**config.mk**
```make
export PLATFORM = sky130hd
export DESIGN_NAME = ctrl_signal_reg_loopback
export DESIGN_NICKNAME = d
export VERILOG_FILES = /design/src/shared/ctrl_loop_pkg.sv /design/src/ctrl_signal_reg_loopback.sv /design/src/pin_sync.sv
export SDC_FILE = /design/constraint.sdc
export NUM_CORES = 1
export LEC_CHECK = 0
export BUFFER_PORTS_ARGS = -buffer_cell sky130_fd_sc_hd__buf_4
export CAP_MARGIN = 20
export CORE_UTILIZATION = 42
export DETAILED_ROUTE_END_ITERATION = 16
export GPL_TIMING_DRIVEN = 0
export PLACE_DENSITY = 0.87
export SYNTH_ARGS = -nofsm -noshare
export SYNTH_HDL_FRONTEND = slang
export SYNTH_HIERARCHICAL = 1
export SYNTH_SLANG_ARGS = --single-unit
```
**constraint.sdc**
```tcl
create_clock -name aclk -period 1.3 [get_ports aclk]
set_input_delay 0.13 -clock aclk [delete_from_list [all_inputs] [get_ports aclk]]
set_output_delay 0.13 -clock aclk [all_outputs]
set_load 0.01 [all_outputs]
```
**src/shared/ctrl_loop_pkg.sv**
```systemverilog
// constants and register map for the channel-8 control, registered mode and loopback block
// Function
// - loopback active while command input low; path by mode
// - undriven loopback command input reads as high
// - channel-8 digital input goes to line output
// - dce mode: channel-8 line in is remote loop
// - dte mode: channel-8 line in is ring
// - channel-8 digital output floats while enable high
// - mode select high registered, low direct
// - registered mode samples transmit inputs on clock rise
// - registered mode updates receive outputs on clock rise
// - direct mode ignores register clock, passes signals through
// - undriven mode select input reads as low
package ctrl_loop_pkg;

	// bus geometry
	localparam int          ADDR_W       = 8;
	localparam int          DATA_W       = 32;

	// register byte offsets
	localparam logic [7:0]  CTRL_OFF     = 8'h00;
	localparam logic [7:0]  STATUS_OFF   = 8'h04;

	// control register fields
	localparam int          CTRL_DCE_BIT = 0;
	localparam logic        CTRL_RESET   = 1'h0;

	// status register fields
	localparam int          STAT_RING_IND_DIGITAL_BIT   = 0;
	localparam int          STAT_REMOTE_LOOP_DIGITAL_BIT = 1;
	localparam int          STAT_LOOP_BIT   = 2;
	localparam int          STAT_REG_BIT    = 3;
	localparam int          STAT_DCE_BIT    = 4;
	localparam int          STAT_OE_BIT     = 5;

	// bus responses
	localparam logic [1:0]  RESP_OKAY    = 2'h0;
	localparam logic [1:0]  RESP_SLVERR  = 2'h2;

	// positions of pins in the synchroniser vector
	localparam int          PIN_W          = 10;
	localparam int          PIN_LOOP_N     = 0;
	localparam int          PIN_LOOP_DRV   = 1;
	localparam int          PIN_REG_SEL    = 2;
	localparam int          PIN_REG_DRV    = 3;
	localparam int          PIN_REG_CLK    = 4;
	localparam int          PIN_CH5_DIN    = 5;
	localparam int          PIN_CH8_DIN    = 6;
	localparam int          PIN_CH5_LINE   = 7;
	localparam int          PIN_CH8_LINE   = 8;
	localparam int          PIN_OUT_EN_N   = 9;

	// level assumed for a pin that nobody drives
	localparam logic        LOOP_N_PULL    = 1'h1;
	localparam logic        REG_SEL_PULL   = 1'h0;

	// cycles after reset before the register clock edge detector may fire
	localparam int          SETTLE_W       = 3;

endpackage : ctrl_loop_pkg

```
**src/ctrl_signal_reg_loopback.sv**
```systemverilog
// channel-8 control signals, registered mode and loopback with an axi4-lite register slave
//
// Chosen here: the AXI4-Lite register port and the register addresses.
`timescale 1ns/1ps
module ctrl_signal_reg_loopback (
	// clock, reset, enable
	input  wire logic                              aclk,
	input  wire logic                              aresetn,
	input  wire logic                              ce,
	// axi4-lite write address and data
	input  wire logic [ctrl_loop_pkg::ADDR_W-1:0]  s_axi_awaddr,
	input  wire logic                              s_axi_awvalid,
	output logic                                   s_axi_awready,
	input  wire logic [ctrl_loop_pkg::DATA_W-1:0]  s_axi_wdata,
	input  wire logic [3:0]                        s_axi_wstrb,
	input  wire logic                              s_axi_wvalid,
	output logic                                   s_axi_wready,
	// axi4-lite write response
	output logic [1:0]                             s_axi_bresp,
	output logic                                   s_axi_bvalid,
	input  wire logic                              s_axi_bready,
	// axi4-lite read
	input  wire logic [ctrl_loop_pkg::ADDR_W-1:0]  s_axi_araddr,
	input  wire logic                              s_axi_arvalid,
	output logic                                   s_axi_arready,
	output logic [ctrl_loop_pkg::DATA_W-1:0]       s_axi_rdata,
	output logic [1:0]                             s_axi_rresp,
	output logic                                   s_axi_rvalid,
	input  wire logic                              s_axi_rready,
	// mode pins; loopback command and mode select each with a pad sense that tells whether it is driven
	input  wire logic                              loop_cmd_n,
	input  wire logic                              loop_cmd_driven,
	input  wire logic                              reg_mode_sel,
	input  wire logic                              reg_mode_driven,
	input  wire logic                              reg_clk,
	input  wire logic                              out_en_n,
	// terminal side digital pins
	input  wire logic                              ch5_digital_in,
	input  wire logic                              ch8_digital_in,
	output logic                                   ch5_digital_out,
	output logic                                   ch8_digital_out,
	output logic                                   ch8_digital_oe,
	// line side logic levels
	input  wire logic                              ch5_line_in,
	input  wire logic                              ch8_line_in,
	output logic                                   ch5_line_out,
	output logic                                   ch8_line_out
);
	import ctrl_loop_pkg::*;

	typedef struct packed {
		// write channel
		logic              aw_got;
		logic              w_got;
		logic [ADDR_W-1:0] waddr;
		logic [DATA_W-1:0] wdata;
		logic [3:0]        wstrb;
		logic              awready;
		logic              wready;
		logic              bvalid;
		logic [1:0]        bresp;
		// read channel
		logic              arready;
		logic              rvalid;
		logic [DATA_W-1:0] rdata;
		logic [1:0]        rresp;
		// control register
		logic              dce_mode;
		// register clock edge detect and sampled transmit data
		logic              clk_prev;
		logic [SETTLE_W-1:0] warm;
		logic              tx5;
		logic              tx8;
		// pin outputs
		logic              rx5_out;
		logic              rx8_out;
		logic              line5_out;
		logic              line8_out;
		logic              oe8;
	} state_t;

	state_t           st;
	state_t           nxt_st;
	logic [PIN_W-1:0] pins;
	logic [PIN_W-1:0] s;

	// every asynchronous pin passes two flops before use
	assign pins[PIN_LOOP_N]   = loop_cmd_n;
	assign pins[PIN_LOOP_DRV] = loop_cmd_driven;
	assign pins[PIN_REG_SEL]  = reg_mode_sel;
	assign pins[PIN_REG_DRV]  = reg_mode_driven;
	assign pins[PIN_REG_CLK]  = reg_clk;
	assign pins[PIN_CH5_DIN]  = ch5_digital_in;
	assign pins[PIN_CH8_DIN]  = ch8_digital_in;
	assign pins[PIN_CH5_LINE] = ch5_line_in;
	assign pins[PIN_CH8_LINE] = ch8_line_in;
	assign pins[PIN_OUT_EN_N] = out_en_n;

	pin_sync #(
		.W            (PIN_W)
	) u_sync (
		.aclk         (aclk),
		.aresetn      (aresetn),
		.ce           (ce),
		.pin_in       (pins),
		.pin_sync_out (s)
	);

	// decoded pin levels; an undriven pad takes its pull level
	logic loop_n_lvl;
	logic reg_sel_lvl;
	logic loop_act;
	logic reg_mode;
	logic clk_edge;
	logic tx5_now;
	logic tx8_now;
	logic rx5_src;
	logic rx8_src;

	assign loop_n_lvl  = s[PIN_LOOP_DRV] ? s[PIN_LOOP_N] : LOOP_N_PULL;
	assign reg_sel_lvl = s[PIN_REG_DRV] ? s[PIN_REG_SEL] : REG_SEL_PULL;
	assign loop_act    = !loop_n_lvl;
	assign reg_mode    = reg_sel_lvl;
	// register clock only counts in registered mode; the synchroniser restarts at zero, so a
	// clock already high at reset would look like a rise until clk_prev has caught up
	assign clk_edge    = reg_mode && st.warm[SETTLE_W-1] && s[PIN_REG_CLK] && !st.clk_prev;

	// transmit data: latched on the clock rise or taken straight through
	assign tx5_now = reg_mode ? (clk_edge ? s[PIN_CH5_DIN] : st.tx5) : s[PIN_CH5_DIN];
	assign tx8_now = reg_mode ? (clk_edge ? s[PIN_CH8_DIN] : st.tx8) : s[PIN_CH8_DIN];

	// dte loopback turns transmit data back to the terminal; otherwise the line feeds receive
	assign rx5_src = (loop_act && !st.dce_mode) ? tx5_now : s[PIN_CH5_LINE];
	assign rx8_src = (loop_act && !st.dce_mode) ? tx8_now : s[PIN_CH8_LINE];

	// status word built from live block state
	logic [DATA_W-1:0] status_word;
	always_comb begin
		status_word = '0;
		status_word[STAT_RING_IND_DIGITAL_BIT]    = !st.dce_mode && st.rx8_out;
		status_word[STAT_REMOTE_LOOP_DIGITAL_BIT] = st.dce_mode && st.rx8_out;
		status_word[STAT_LOOP_BIT]                = loop_act;
		status_word[STAT_REG_BIT]                 = reg_mode;
		status_word[STAT_DCE_BIT]                 = st.dce_mode;
		status_word[STAT_OE_BIT]                  = st.oe8;
	end

	// next state: bus slave, then the signal path
	always_comb begin
		nxt_st = st;
		// address and data are accepted in either order
		if (s_axi_awvalid && st.awready) begin
			nxt_st.aw_got = 1'h1;
			nxt_st.waddr  = s_axi_awaddr;
		end
		if (s_axi_wvalid && st.wready) begin
			nxt_st.w_got = 1'h1;
			nxt_st.wdata = s_axi_wdata;
			nxt_st.wstrb = s_axi_wstrb;
		end
		if (s_axi_bready && st.bvalid) begin
			nxt_st.bvalid = 1'h0;
		end
		// commit one cycle after both halves are held
		if (st.aw_got && st.w_got && !st.bvalid) begin
			nxt_st.aw_got = 1'h0;
			nxt_st.w_got  = 1'h0;
			nxt_st.bvalid = 1'h1;
			nxt_st.bresp  = RESP_OKAY;
			case (st.waddr)
				CTRL_OFF: begin
					if (st.wstrb[0]) begin
						nxt_st.dce_mode = st.wdata[CTRL_DCE_BIT];
					end
				end
				STATUS_OFF: begin
					nxt_st.bresp = RESP_OKAY;   // read-only, write dropped
				end
				default: begin
					nxt_st.bresp = RESP_SLVERR;
				end
			endcase
		end
		// new halves are refused until the response is taken
		nxt_st.awready = !nxt_st.aw_got && !nxt_st.bvalid;
		nxt_st.wready  = !nxt_st.w_got && !nxt_st.bvalid;

		// read answers on the same edge that takes the address
		if (s_axi_rready && st.rvalid) begin
			nxt_st.rvalid = 1'h0;
		end
		if (s_axi_arvalid && st.arready) begin
			nxt_st.rvalid = 1'h1;
			nxt_st.rresp  = RESP_OKAY;
			case (s_axi_araddr)
				CTRL_OFF: begin
					nxt_st.rdata = '0;
					nxt_st.rdata[CTRL_DCE_BIT] = st.dce_mode;
				end
				STATUS_OFF: begin
					nxt_st.rdata = status_word;
				end
				default: begin
					nxt_st.rdata = '0;
					nxt_st.rresp = RESP_SLVERR;
				end
			endcase
		end
		nxt_st.arready = !nxt_st.rvalid;

		// signal path
		nxt_st.clk_prev = s[PIN_REG_CLK];
		nxt_st.warm     = {st.warm[SETTLE_W-2:0], 1'h1};
		nxt_st.tx5      = tx5_now;
		nxt_st.tx8      = tx8_now;
		// receive outputs move only on the clock rise in registered mode
		if (!reg_mode || clk_edge) begin
			nxt_st.rx5_out = rx5_src;
			nxt_st.rx8_out = rx8_src;
		end
		// dce loopback echoes the line back; otherwise transmit data goes out
		nxt_st.line5_out = (loop_act && st.dce_mode) ? s[PIN_CH5_LINE] : tx5_now;
		nxt_st.line8_out = (loop_act && st.dce_mode) ? s[PIN_CH8_LINE] : tx8_now;
		nxt_st.oe8       = !s[PIN_OUT_EN_N];
	end

	// all state in one register; ce low freezes everything, bus included
	always_ff @(posedge aclk) begin
		if (!aresetn) begin
			st          <= '0;
			st.dce_mode <= CTRL_RESET;
		end else if (ce) begin
			st <= nxt_st;
		end
	end

	// outputs straight from flops
	assign s_axi_awready   = st.awready;
	assign s_axi_wready    = st.wready;
	assign s_axi_bvalid    = st.bvalid;
	assign s_axi_bresp     = st.bresp;
	assign s_axi_arready   = st.arready;
	assign s_axi_rvalid    = st.rvalid;
	assign s_axi_rdata     = st.rdata;
	assign s_axi_rresp     = st.rresp;
	assign ch5_digital_out = st.rx5_out;
	assign ch8_digital_out = st.rx8_out;
	assign ch8_digital_oe  = st.oe8;
	assign ch5_line_out    = st.line5_out;
	assign ch8_line_out    = st.line8_out;

	// dte loopback returns the terminal's own channel-8 data in direct mode
	dte_loop_a: assert property (@(posedge aclk) disable iff (!aresetn)
		ce && loop_act && !st.dce_mode && !reg_mode |=> ch8_digital_out == $past(s[PIN_CH8_DIN]))
		else $error("dte loopback did not return channel-8 data");

	// dce loopback echoes the line input back to the line
	dce_loop_a: assert property (@(posedge aclk) disable iff (!aresetn)
		ce && loop_act && st.dce_mode |=> ch8_line_out == $past(s[PIN_CH8_LINE]))
		else $error("dce loopback did not echo the line");

	// an undriven loopback pad never enables loopback
	loop_pull_a: assert property (@(posedge aclk) disable iff (!aresetn)
		!s[PIN_LOOP_DRV] |-> !loop_act)
		else $error("undriven loopback input enabled loopback");

	// channel-8 transmit reaches the line in direct mode without loopback
	line8_out_a: assert property (@(posedge aclk) disable iff (!aresetn)
		ce && !loop_act && !reg_mode |=> ch8_line_out == $past(s[PIN_CH8_DIN]))
		else $error("channel-8 line output does not follow input");

	// line state reaches the terminal and the matching status bit
	rx8_ind_a: assert property (@(posedge aclk) disable iff (!aresetn)
		ce && !loop_act && !reg_mode && st.dce_mode
		|=> ch8_digital_out == $past(s[PIN_CH8_LINE])
			&& (status_word[STAT_REMOTE_LOOP_DIGITAL_BIT] == ch8_digital_out || !st.dce_mode))
		else $error("remote loop indicator not passed in dce mode");

	ring_ind_a: assert property (@(posedge aclk) disable iff (!aresetn)
		ce && !loop_act && !reg_mode && !st.dce_mode && $stable(st.dce_mode)
		|=> ch8_digital_out == $past(s[PIN_CH8_LINE]))
		else $error("ring indicator not passed in dte mode");

	// synchronised enable pin drives the output enable one cycle later
	out_float_a: assert property (@(posedge aclk) disable iff (!aresetn)
		aresetn && ce |=> ch8_digital_oe == !$past(s[PIN_OUT_EN_N]))
		else $error("output enable does not follow enable pin");

	// a driven mode pin selects the mode
	mode_sel_a: assert property (@(posedge aclk) disable iff (!aresetn)
		s[PIN_REG_DRV] |-> reg_mode == s[PIN_REG_SEL])
		else $error("mode select pin ignored");

	// clock rise captures both transmit inputs
	tx_sample_a: assert property (@(posedge aclk) disable iff (!aresetn)
		ce && clk_edge |=> st.tx5 == $past(s[PIN_CH5_DIN]) && st.tx8 == $past(s[PIN_CH8_DIN]))
		else $error("transmit inputs not sampled on register clock");

	// receive outputs hold in registered mode without a clock rise
	rx_hold_a: assert property (@(posedge aclk) disable iff (!aresetn)
		ce && reg_mode && !clk_edge |=> $stable(ch5_digital_out) && $stable(ch8_digital_out))
		else $error("receive output moved without register clock");

	// direct mode passes channel-5 receive every cycle
	direct_a: assert property (@(posedge aclk) disable iff (!aresetn)
		ce && !reg_mode
		|=> ch5_digital_out == $past((loop_act && !st.dce_mode) ? s[PIN_CH5_DIN] : s[PIN_CH5_LINE]))
		else $error("direct mode did not pass channel-5 receive");

	// undriven mode pad gives direct mode
	reg_pull_a: assert property (@(posedge aclk) disable iff (!aresetn)
		!s[PIN_REG_DRV] |-> !reg_mode)
		else $error("undriven mode input selected registered mode");

	// sampled transmit values hold between clock rises
	tx_hold_a: assert property (@(posedge aclk) disable iff (!aresetn)
		ce && reg_mode && !clk_edge |=> $stable(st.tx5) && $stable(st.tx8))
		else $error("sampled transmit value changed between clock rises");

	// a register clock rise without loopback moves both receive outputs to the line levels
	rx_update_a: assert property (@(posedge aclk) disable iff (!aresetn)
		ce && clk_edge && !loop_act
		|=> ch8_digital_out == $past(s[PIN_CH8_LINE]) && ch5_digital_out == $past(s[PIN_CH5_LINE]))
		else $error("receive outputs not updated on register clock");

	// direct mode never sees a register clock edge
	clk_ignored_a: assert property (@(posedge aclk) disable iff (!aresetn)
		!reg_mode |-> !clk_edge)
		else $error("register clock used in direct mode");

	// dce loopback still hands the line state to the terminal
	dce_rx_line_a: assert property (@(posedge aclk) disable iff (!aresetn)
		ce && loop_act && st.dce_mode && !reg_mode |=> ch8_digital_out == $past(s[PIN_CH8_LINE]))
		else $error("dce loopback cut the remote loop indicator");

	// dte loopback still sends the terminal's data to the line
	dte_line_out_a: assert property (@(posedge aclk) disable iff (!aresetn)
		ce && loop_act && !st.dce_mode && !reg_mode |=> ch8_line_out == $past(s[PIN_CH8_DIN]))
		else $error("dte loopback cut the line output");

	// a low clock enable freezes outputs, bus included; a stall is traded for quiet pins
	ce_freeze_a: assert property (@(posedge aclk) disable iff (!aresetn)
		!ce |=> $stable(ch8_digital_out) && $stable(ch8_line_out) && $stable(s_axi_bvalid))
		else $error("state moved while clock enable was low");

endmodule : ctrl_signal_reg_loopback

```
**src/pin_sync.sv**
```systemverilog
// two-flop synchroniser for a vector of asynchronous pins
`timescale 1ns/1ps
module pin_sync #(
	parameter int W = 1
) (
	// clock and control
	input  wire logic         aclk,
	input  wire logic         aresetn,
	input  wire logic         ce,
	// pins in and synchronised copy out
	input  wire logic [W-1:0] pin_in,
	output logic      [W-1:0] pin_sync_out
);

	typedef struct packed {
		logic [W-1:0] stage1_ff;
		logic [W-1:0] stage2_ff;
	} sync_t;

	sync_t st;
	sync_t nxt_st;

	// first stage is read only by the second stage
	always_comb begin
		nxt_st           = st;
		nxt_st.stage1_ff = pin_in;
		nxt_st.stage2_ff = st.stage1_ff;
	end

	always_ff @(posedge aclk) begin
		if (!aresetn) begin
			st <= '0;
		end else if (ce) begin
			st <= nxt_st;
		end
	end

	assign pin_sync_out = st.stage2_ff;

endmodule : pin_sync

```
# Word level (Yosys, flattened, before mapping)
# Index checks and enable logic that the tools add are counted.
# word_totals
register_bits	85
out_inout_bits	46
word_cells	84
# classes
eq_ne	2
mux	20
reduce_logical	37
# ops
cell	n
$mux 35	1
$eq 8x3->1 const B	2
$logic_and 1x1->1	16
$logic_not 8->1	2
$mux 1	14
$pmux 6 s2	1
$logic_not 1->1	10
$reduce_and 2->1	5
$mux 2	3
$reduce_and 4->1	1
$reduce_or 2->1	2
$mux 3	1
$logic_or 1x1->1	1

# Longest topological paths before layout
# Gate-level depths: netlist of run 1.
# logic_depth
depth_word	7
ltp_mapped	5
mapped_depth_nobuf	4

# Hierarchy
# Netlist of run 1, hierarchy kept.
# modules_own_cells
module	n_inst	cells_per_inst	area_per_inst_um2	seq_area_each_um2
ctrl_signal_reg_loopback	1	206	1835.5	740.7
pin_sync	1	64	755.7	400.4

# Worst setup path after synthesis of run 1
# OpenSTA, ideal clock, no wires.
# synth_timing
kind	flip-flop to flip-flop
from	register st[11] (netlist bit)
to	register st (netlist bit ch5_digital_out)
setup_time_ps	134
t_arrival_ps	1284
setup_slack_ps	-118
stages_incl_launch_ff	5
path_cell_list	dfxtp_1 or3b_1 and3_1 a2111oi_0 a21oi_1
# synth_via
elab_chain_cells	3
# synth_rtl
element	line	rtl
from (decl)	ctrl_signal_reg_loopback.sv:82	state_t st;
from (signal assigned)	ctrl_signal_reg_loopback.sv:233	st <= nxt_st;
$logic_not 1->1	ctrl_signal_reg_loopback.sv:133	assign rx5_src = (loop_act && !st.dce_mode) ? tx5_now : s[PIN_CH5_LINE];
$logic_and 1x1->1	ctrl_signal_reg_loopback.sv:133	
$mux 1	ctrl_signal_reg_loopback.sv:133	
# Every way passes these cells.
# A chain may end at the register's enable or synchronous reset.

# Worst setup path after layout of run 1
# Ends and elaborated chain as after synthesis.

==> results of run 1 <==
==> worst min-delay path, stage by stage <==
cell	delay (ns)
buf_4	0.08
mux2i_1	0.05
nor2b_1	0.09
==> worst max path at each step <==
stage	startpoint	end	slack, ns	cells past startpoint
6_report	st[11]	ch5_digital_out	-0.03	4
5_1_grt	st[96]	st[11]	-0.12	4
4_1_cts	st[11]	ch5_digital_out	-0.03	4
3_5_place_dp	ce	ch8_digital_out	-0.34	6
3_3_place_gp	ce	ch8_digital_out	-0.31	6
2_1_floorplan	st[11]	ch5_digital_out	-0.04	4
==> what timing repair did <==
| action | in CTS | in global routing |
|---|---|---|
| setup endpoints to repair | 5 | 12 |
| resized for setup | 4 | 8 |
| buffers inserted | 2 | 0 |
| pin swaps | 2 | 2 |
| hold buffers | 0 | 0 |
==> cells in the mapped netlist (5+ instances only) <==
master    count  area (µm²)
a21boi_0      9        67.6
mux2i_1      31         310
nand2_1      32         120
inv_1         7        26.3
dfxtp_1      57        1140
nor2b_1      35         219
and3_1        5        31.3
buf_4        36         270
clkbuf_1      7        26.3
a21oi_1       6        30.0
==> final cells by class <==
type | count | area [µm²] | area share [%]
Tap cell | 75 | 93.8 | 2.73
Timing Repair Buffer | 55 | 413 | 12.0
Buffer | 47 | 332 | 9.64
Sequential cell | 57 | 1150 | 33.4
Clock inverter | 2 | 10.0 | 0.291
Clock buffer | 14 | 183 | 5.31
Inverter | 7 | 26.3 | 0.764
Multi-Input combinational cell | 185 | 1230 | 35.8
==> cells by family after synthesis <==
group | Yosys count | share of synthesized area (%)
buffers and inverters | 55 | 13.9
AO/OA/AOI/OAI | 37 | 10.6
AND/OR/NAND/NOR | 89 | 19.4
multiplexers | 31 | 12.0
other | 1 | 0.145
flip-flops | 57 | 44.0
==> per-layer routing <==
metal	up-vias	track usage, %	wire length [µm]
met4	0	10.5	117
met2	72	29.3	2450
met1	920	19.1	2220
li1	1039	-	-
met3	10	5.23	369
met5	-	0	0
==> placed cells by master, fill, tap and decap left out, types with 2 or more instances in the layout <==
master / count
nor2_1: 2
nand4_1: 2
o21a_1: 3
buf_2: 3
o21ai_0: 3
inv_1: 7
nor4_4: 2
o221ai_1: 2
a32o_2: 2
dfxtp_1: 52
a2111oi_2: 2
nand3_1: 2
mux2i_1: 31
buf_6: 2
a21oi_1: 6
and3_1: 4
a22o_1: 3
nor2b_1: 35
nand2_1: 32
a21boi_0: 9
clkbuf_1: 6
conb_1: 28
dfxtp_2: 4
a211oi_1: 2
buf_4: 91
clkinv_2: 2
o211a_1: 2
clkbuf_8: 13
==> per-stage QoR <==
step | cell area, µm² | total power (µW) | cells | util (%) | worst slack, ns
5_1_grt | 3440 | 4030 | 442 | 58.1 | -0.125
2_1_floorplan | 2710 | 2180 | 297 | - | -0.0447
3_5_place_dp | 3200 | 2350 | 425 | 54.0 | -0.337
3_3_place_gp | 3200 | 2330 | 425 | 54.0 | -0.310
4_1_cts | 3420 | 3900 | 443 | 57.8 | -0.0287
6_report | 3440 | 3860 | 442 | 58.1 | -0.0323
==> registers in the layout (all words and copies together) (netlist names), 2 cells and up <==
| signal | cells |
|---|---|
| s_axi_rdata | 6 |
| u_sync/pin_sync_out | 10 |
| nxt_st | 2 |
| st | 17 |
| u_sync/nxt_st | 10 |
==> power by group through the flow <==
stage,Combinational (µW),Sequential (µW),Clock (µW)
4_1_cts,457,1850,1590
6_report,460,1860,1550
5_1_grt,510,1860,1660
3_5_place_dp,454,1890,0
2_1_floorplan,289,1890,0
3_3_place_gp,444,1890,0
==> flow_summary.rst, run 1 <==
.. list-table::
   :header-rows: 1

   * - Metric
     - Value
   * - Result of the run
     - finished with violations
   * - Violations in the final reports
     - negative setup slack
   * - Antenna violations before repair
     - 0
   * - Hold Slack
     - 0.0500 ns
   * - Hold Path Origin
     - loop_cmd_driven
   * - Leakage power figure
     - 0.00161 µW
   * - Sum of negative setup slack
     - -0.0417 ns
   * - Critical Path Sink Type
     - flop
   * - Largest clock skew in the final design
     - 0.00331 ns
   * - Unrepaired setup endpoints after global routing
     - yes
   * - Layout net count
     - around 430
   * - Highest achievable clock rate
     - ~0.75 GHz
   * - DIE HEIGHT
     - 80.5 µm
   * - Register area share after synthesis
     - 44.0%
   * - Logic gate share of total power
     - a little under an eighth
   * - Largest net degree at the start of global routing
     - 11
   * - Clock Latency Late Sink
     - 0.34 ns
   * - Startpoint of the lowest-slack register-to-register path
     - st[11]
   * - Number of H-tree levels
     - 3
   * - Max-slew violation count
     - 0
   * - Max-cap viol count
     - 0
   * - Count of inserted antenna diode cells
     - 0
   * - Library cells used by synthesis
     - 37
   * - Max incr delay on CP
     - about 0.37 ns
   * - Class of the worst hold path
     - primary input to flop
   * - Startpoint class of the critical path
     - flop
   * - Total CTS buffers
     - 9
   * - Arrival @ worst endpoint
     - 1.54 ns
   * - Cell-by-cell trace of the critical path
     - or3b_1, and3_1, a2111oi_2, a21oi_1
   * - Via density
     - roughly 4.6
   * - Mean instance size in the synthesized netlist
     - 9.60 µm²
   * - Internal Dissipation
     - 2960 µW
   * - GRT Overall Usage
     - 17.4%
   * - Count of unresolved DRC violations after routing
     - 0
   * - Worst setup margin
     - -0.0323 ns
   * - Time the final worst path needs with I/O delays and setup
     - 1.33 ns
   * - Total detailed-routing wirelength
     - 5160 µm
   * - Placed wire-length estimate
     - 3920 µm
   * - Register share of total power
     - 48.0%
   * - Count of input and output buffers
     - 53
   * - Cell area after technology mapping
     - between 2000 and 3000 µm²
   * - Clock tree from TritonCTS
     - yes
   * - Final Cycle Share
     - 102%
   * - Switching power of the nets
     - around 900 µW
   * - Number of cells on the worst reg-to-reg path
     - 4
   * - Total iterations of the first detailed-routing run
     - 4
   * - Sw Ratio
     - 23.4%
   * - Path type of the worst setup path
     - flop to flop
   * - Capture instance of the worst register-to-register path
     - ch5_digital_out
   * - IO Pins
     - 116
   * - Clock root buffer
     - clkbuf_8
   * - Number of synthesized register bits
     - 57
   * - Row Count
     - 28
   * - Cell family with most CP delay
     - simple AND/OR/NAND/NOR gates
   * - EDFF count, synth
     - 0
   * - Final GP Congestion
     - 0.783
   * - Count of final setup violators
     - 2
   * - Global-route wire length before repair
     - 8440 µm
   * - Worst-case hold path end point
     - u_sync/nxt_st[1]
   * - Required time reported for the critical path endpoint
     - 1.51 ns
   * - Width of the die
     - between 80 and 90 µm
   * - Synth async-reset ratio
     - 0%
   * - Part of the total power dissipated in the clock network
     - around two fifths
   * - Fraction of layout cells with a size suffix above 1
     - 34.9%
   * - Via count
     - 2041
   * - Hold Path Stages
     - 3
   * - Register-to-Register Setup Slack
     - -0.03 ns
   * - Routed len/inst
     - 11.7 µm
   * - Clock transition at the registers of the reported paths
     - 0.06 ns
   * - Number of sinks driven by the clock tree
     - 57
   * - Number of fillers in the final layout
     - 500
   * - Effective utilization at floorplan
     - 43.8%
   * - Buffer and inverter count on the worst path
     - 0
   * - Power per standard cell area
     - 1120 nW/µm²
   * - Area of the core region
     - 5920 µm²
   * - Remaining global-route overflow
     - 0
   * - Hold Violations, Final
     - 0
   * - Initial DRC Count
     - roughly 70
   * - Post-DRT Antenna Nets
     - 0
   * - Number of cells produced by synthesis
     - 270
   * - Yosys Warn Count
     - 6
   * - Buffers from clock root to sink, at most
     - 2
   * - Vias in the first global route
     - 1962
   * - Area Overhead vs Synth
     - 32.7%
   * - Crit path max fanout
     - 4
   * - Die ar.
     - 6490 µm²
   * - Maximum resistive drop on vdd
     - 0.492 mV
   * - Commonest register cell after synthesis
     - dfxtp_1
   * - Library cell contributing the largest single delay on the critical path
     - or3b_1
Note: power is estimated with default switching activity, not from simulation.
==> run 2, diff against run 1 <==
ABC_AREA = 1   (was default)
CORE_UTILIZATION = 43   (was 42)
HOLD_SLACK_MARGIN = 0.02   (was default)
PLACE_DENSITY = 0.88   (was 0.87)
==> flow_summary.rst, run 2 <==
.. list-table::
   :header-rows: 1

   * - Metric
     - Value
   * - Result of the run
     - finished clean
   * - Cell repeated most along the worst path
     - nand2_1
   * - Initial DRC Count
     - 91
   * - Fraction of layout cells with a size suffix above 1
     - about a quarter
   * - Via density
     - ~4.4
   * - Required time reported for the critical path endpoint
     - about 1.6 ns
   * - DIE HEIGHT
     - 81.7 µm
   * - Clock tree from TritonCTS
     - yes
   * - Number of synthesized register bits
     - 57
   * - Post-DRT Antenna Nets
     - 0
   * - Number of H-tree levels
     - 3
   * - Number of sinks driven by the clock tree
     - 57
   * - Cell area after technology mapping
     - 2730 µm²
   * - Global-route wire length before repair
     - 9000 µm
   * - Row Count
     - 28
   * - Area of the core region
     - 6030 µm²
   * - Remaining global-route overflow
     - 0
   * - Count of final setup violators
     - 0
   * - Via count
     - 2453
   * - Leakage power figure
     - 0.00180 µW
   * - Synth async-reset ratio
     - 0%
   * - Count of hold-fix buffers inserted at cts
     - 0
   * - Count of unresolved DRC violations after routing
     - 0
   * - Largest net degree at the start of global routing
     - 11
   * - Antenna violations before repair
     - 0
   * - Final GP Congestion
     - 0.870
   * - Area Overhead vs Synth
     - 28.3%
   * - Top cells by count, synth
     - nand2_1 (74), nor2_1 (62), dfxtp_1 (57), inv_1 (57), buf_4 (36)
   * - Flip-flop count of the largest register after layout
     - 17
   * - Commonest register cell after synthesis
     - dfxtp_1
   * - Clock transition at the registers of the reported paths
     - 0.06 ns
   * - Post-CTS setup-driven buffer insertion count
     - 0
   * - Number of cells produced by synthesis
     - 387
   * - Unrepaired setup endpoints after global routing
     - no
   * - EDFF count, synth
     - 0
   * - Cell area after placement
     - around 3300 µm²
   * - Crit path max fanout
     - 8
   * - Class of the worst hold path
     - primary input to flop
   * - Library cells used by synthesis
     - 23
   * - Max-cap viol count
     - 0
   * - Area of all placed cells without fillers
     - 3500 µm²
   * - Time the final worst path needs with I/O delays and setup
     - 1.11 ns
   * - GRT Overall Usage
     - 18.2%
   * - Max incr delay on CP
     - 0.36 ns
   * - Startpoint class of the critical path
     - flop
   * - Count of placed standard cells in the final layout, fillers left out
     - 555
   * - Highest achievable clock rate
     - between 0.8 and 0.9 GHz
   * - Total iterations of the first detailed-routing run
     - 4
   * - Clock root buffer
     - clkbuf_8
   * - Sum of negative setup slack
     - 0 ns
   * - Largest reg by FF count
     - st
   * - Effective utilization at floorplan
     - 45.3%
   * - Critical Path Sink Type
     - flop
   * - Cell type contributing the most total cell area after synthesis
     - dfxtp_1
   * - Yosys Warn Count
     - 6
   * - Layout net count
     - 546
   * - Maximum resistive drop on vdd
     - 0.547 mV
   * - Max-slew violation count
     - 0
   * - Area share of the largest cell type after synthesis
     - 41.8%
   * - Die ar.
     - 6670 µm²
   * - Routed len/inst
     - 10.1 µm
   * - Total detailed-routing wirelength
     - 5610 µm
   * - Cell-by-cell trace of the critical path
     - nand3_1, nand2_1, nand2_2, nand2_1, nand2_1, a21oi_1
   * - Placed wire-length estimate
     - ~4200 µm
   * - Path type of the worst setup path
     - flop to flop
   * - Library cell contributing the largest single delay on the critical path
     - dfxtp_1
   * - Leading cell type in the layout, fill and taps excluded
     - buf_4
   * - Post-cts resize count
     - 0
   * - Mean instance size in the synthesized netlist
     - 7.05 µm²
   * - Vias in the first global route
     - ~2100
   * - Hold Slack
     - 0.0549 ns
   * - Largest clock skew in the final design
     - 0.00545 ns
   * - Final Cycle Share
     - roughly 86%
   * - Top cells by area, synth
     - dfxtp_1 (42%), nand2_1 (10%), buf_4 (9.9%), nor2_1 (8.5%), inv_1 (7.8%)
   * - Width of the die
     - ~80 µm
   * - Commonest non-fill, non-tap cells in the layout
     - buf_4 (87), nand2_1 (74), nor2_1 (62)
   * - Register area share after synthesis
     - roughly two fifths
   * - Hold Violations, Final
     - 0
   * - Count of input and output buffers
     - 51
   * - Placed insts
     - 540
   * - Total CTS buffers
     - 9
   * - IO Pins
     - 116
   * - Count of inserted antenna diode cells
     - 0
   * - Most numerous cell in the Yosys netlist
     - nand2_1
   * - Buffers from clock root to sink, at most
     - 2
   * - Clock Latency Late Sink
     - roughly 0.34 ns
   * - Power per standard cell area
     - between 1000 and 1500 nW/µm²
   * - Arrival @ worst endpoint
     - 1.37 ns
==> run 2: final timing paths <==
check | to | slack (ns) | from | depth (start not counted)
max reg2reg | ch8_digital_out | 0.19 | u_sync/pin_sync_out[4] | 6
max | ch8_digital_out | 0.19 | u_sync/pin_sync_out[4] | 6
min | s_axi_rresp[1] | 0.05 | s_axi_araddr[1] | 3
min reg2reg | ch8_digital_oe | 0.44 | u_sync/pin_sync_out[9] | 1
==> run 2: cells by family (layout without fill, tap and decap cells) <==
kind of cell | after synthesis | after routing | share of synthesized area (%)
and+or+nand+nor | 161 | 161 | 25.1
AOI/OAI and AO/OA | 61 | 61 | 11.6
DFF | 57 | 57 | 41.8
other | 1 | 28 | 0.137
buffers and inverters | 107 | 173 | 21.4
==> run 2: metrics by stage <==
stage                     utilization [%]  power, µW  setup slack, ns
after floorplan                         -       2310            0.313
after global placement               54.9       2480            0.284
after detailed placement             54.9       2510            0.235
after CTS                            58.1       4150            0.181
after global routing                 58.1       4310           0.0753
final                                58.1       4120            0.188
==> run 2: area by class of cell <==
class                           instances  area, µm²
Inverter                               59        221
Clock inverter                          3       40.0
Timing Repair Buffer                   51        383
Sequential cell                        57       1140
Tap cell                               75       93.8
Buffer                                 48        362
Fill cell                             568       2520
Clock buffer                           12        155
Multi-Input combinational cell        250       1110
==> run 2: routing by layer <==
metal / up-vias / global-route usage [%] / share of wire, %
met5: - / 0 / 0
met4: 0 / 10.5 / 1.5
li1: 1297 / - / -
met2: 70 / 31.7 / 49
met1: 1076 / 19.7 / 42
met3: 10 / 5.11 / 7.1
==> run 2: worst max-delay path: cells and delay by family (launching register included) <==
family / cells / cell delay, ns
flops: 1 / 0.36
compound gates: 1 / 0.14
simple gates: 5 / 0.53
==> run 2: report_power, final <==
group | internal (µW) | total [µW] | switching [µW] | leakage, µW
sequential | 1840 | 1900 | 57.8 | 0.000469
clock | 972 | 1650 | 679 | 0.000102
combinational | 279 | 571 | 292 | 0.00123
total | 3100 | 4120 | 1030 | 0.00180
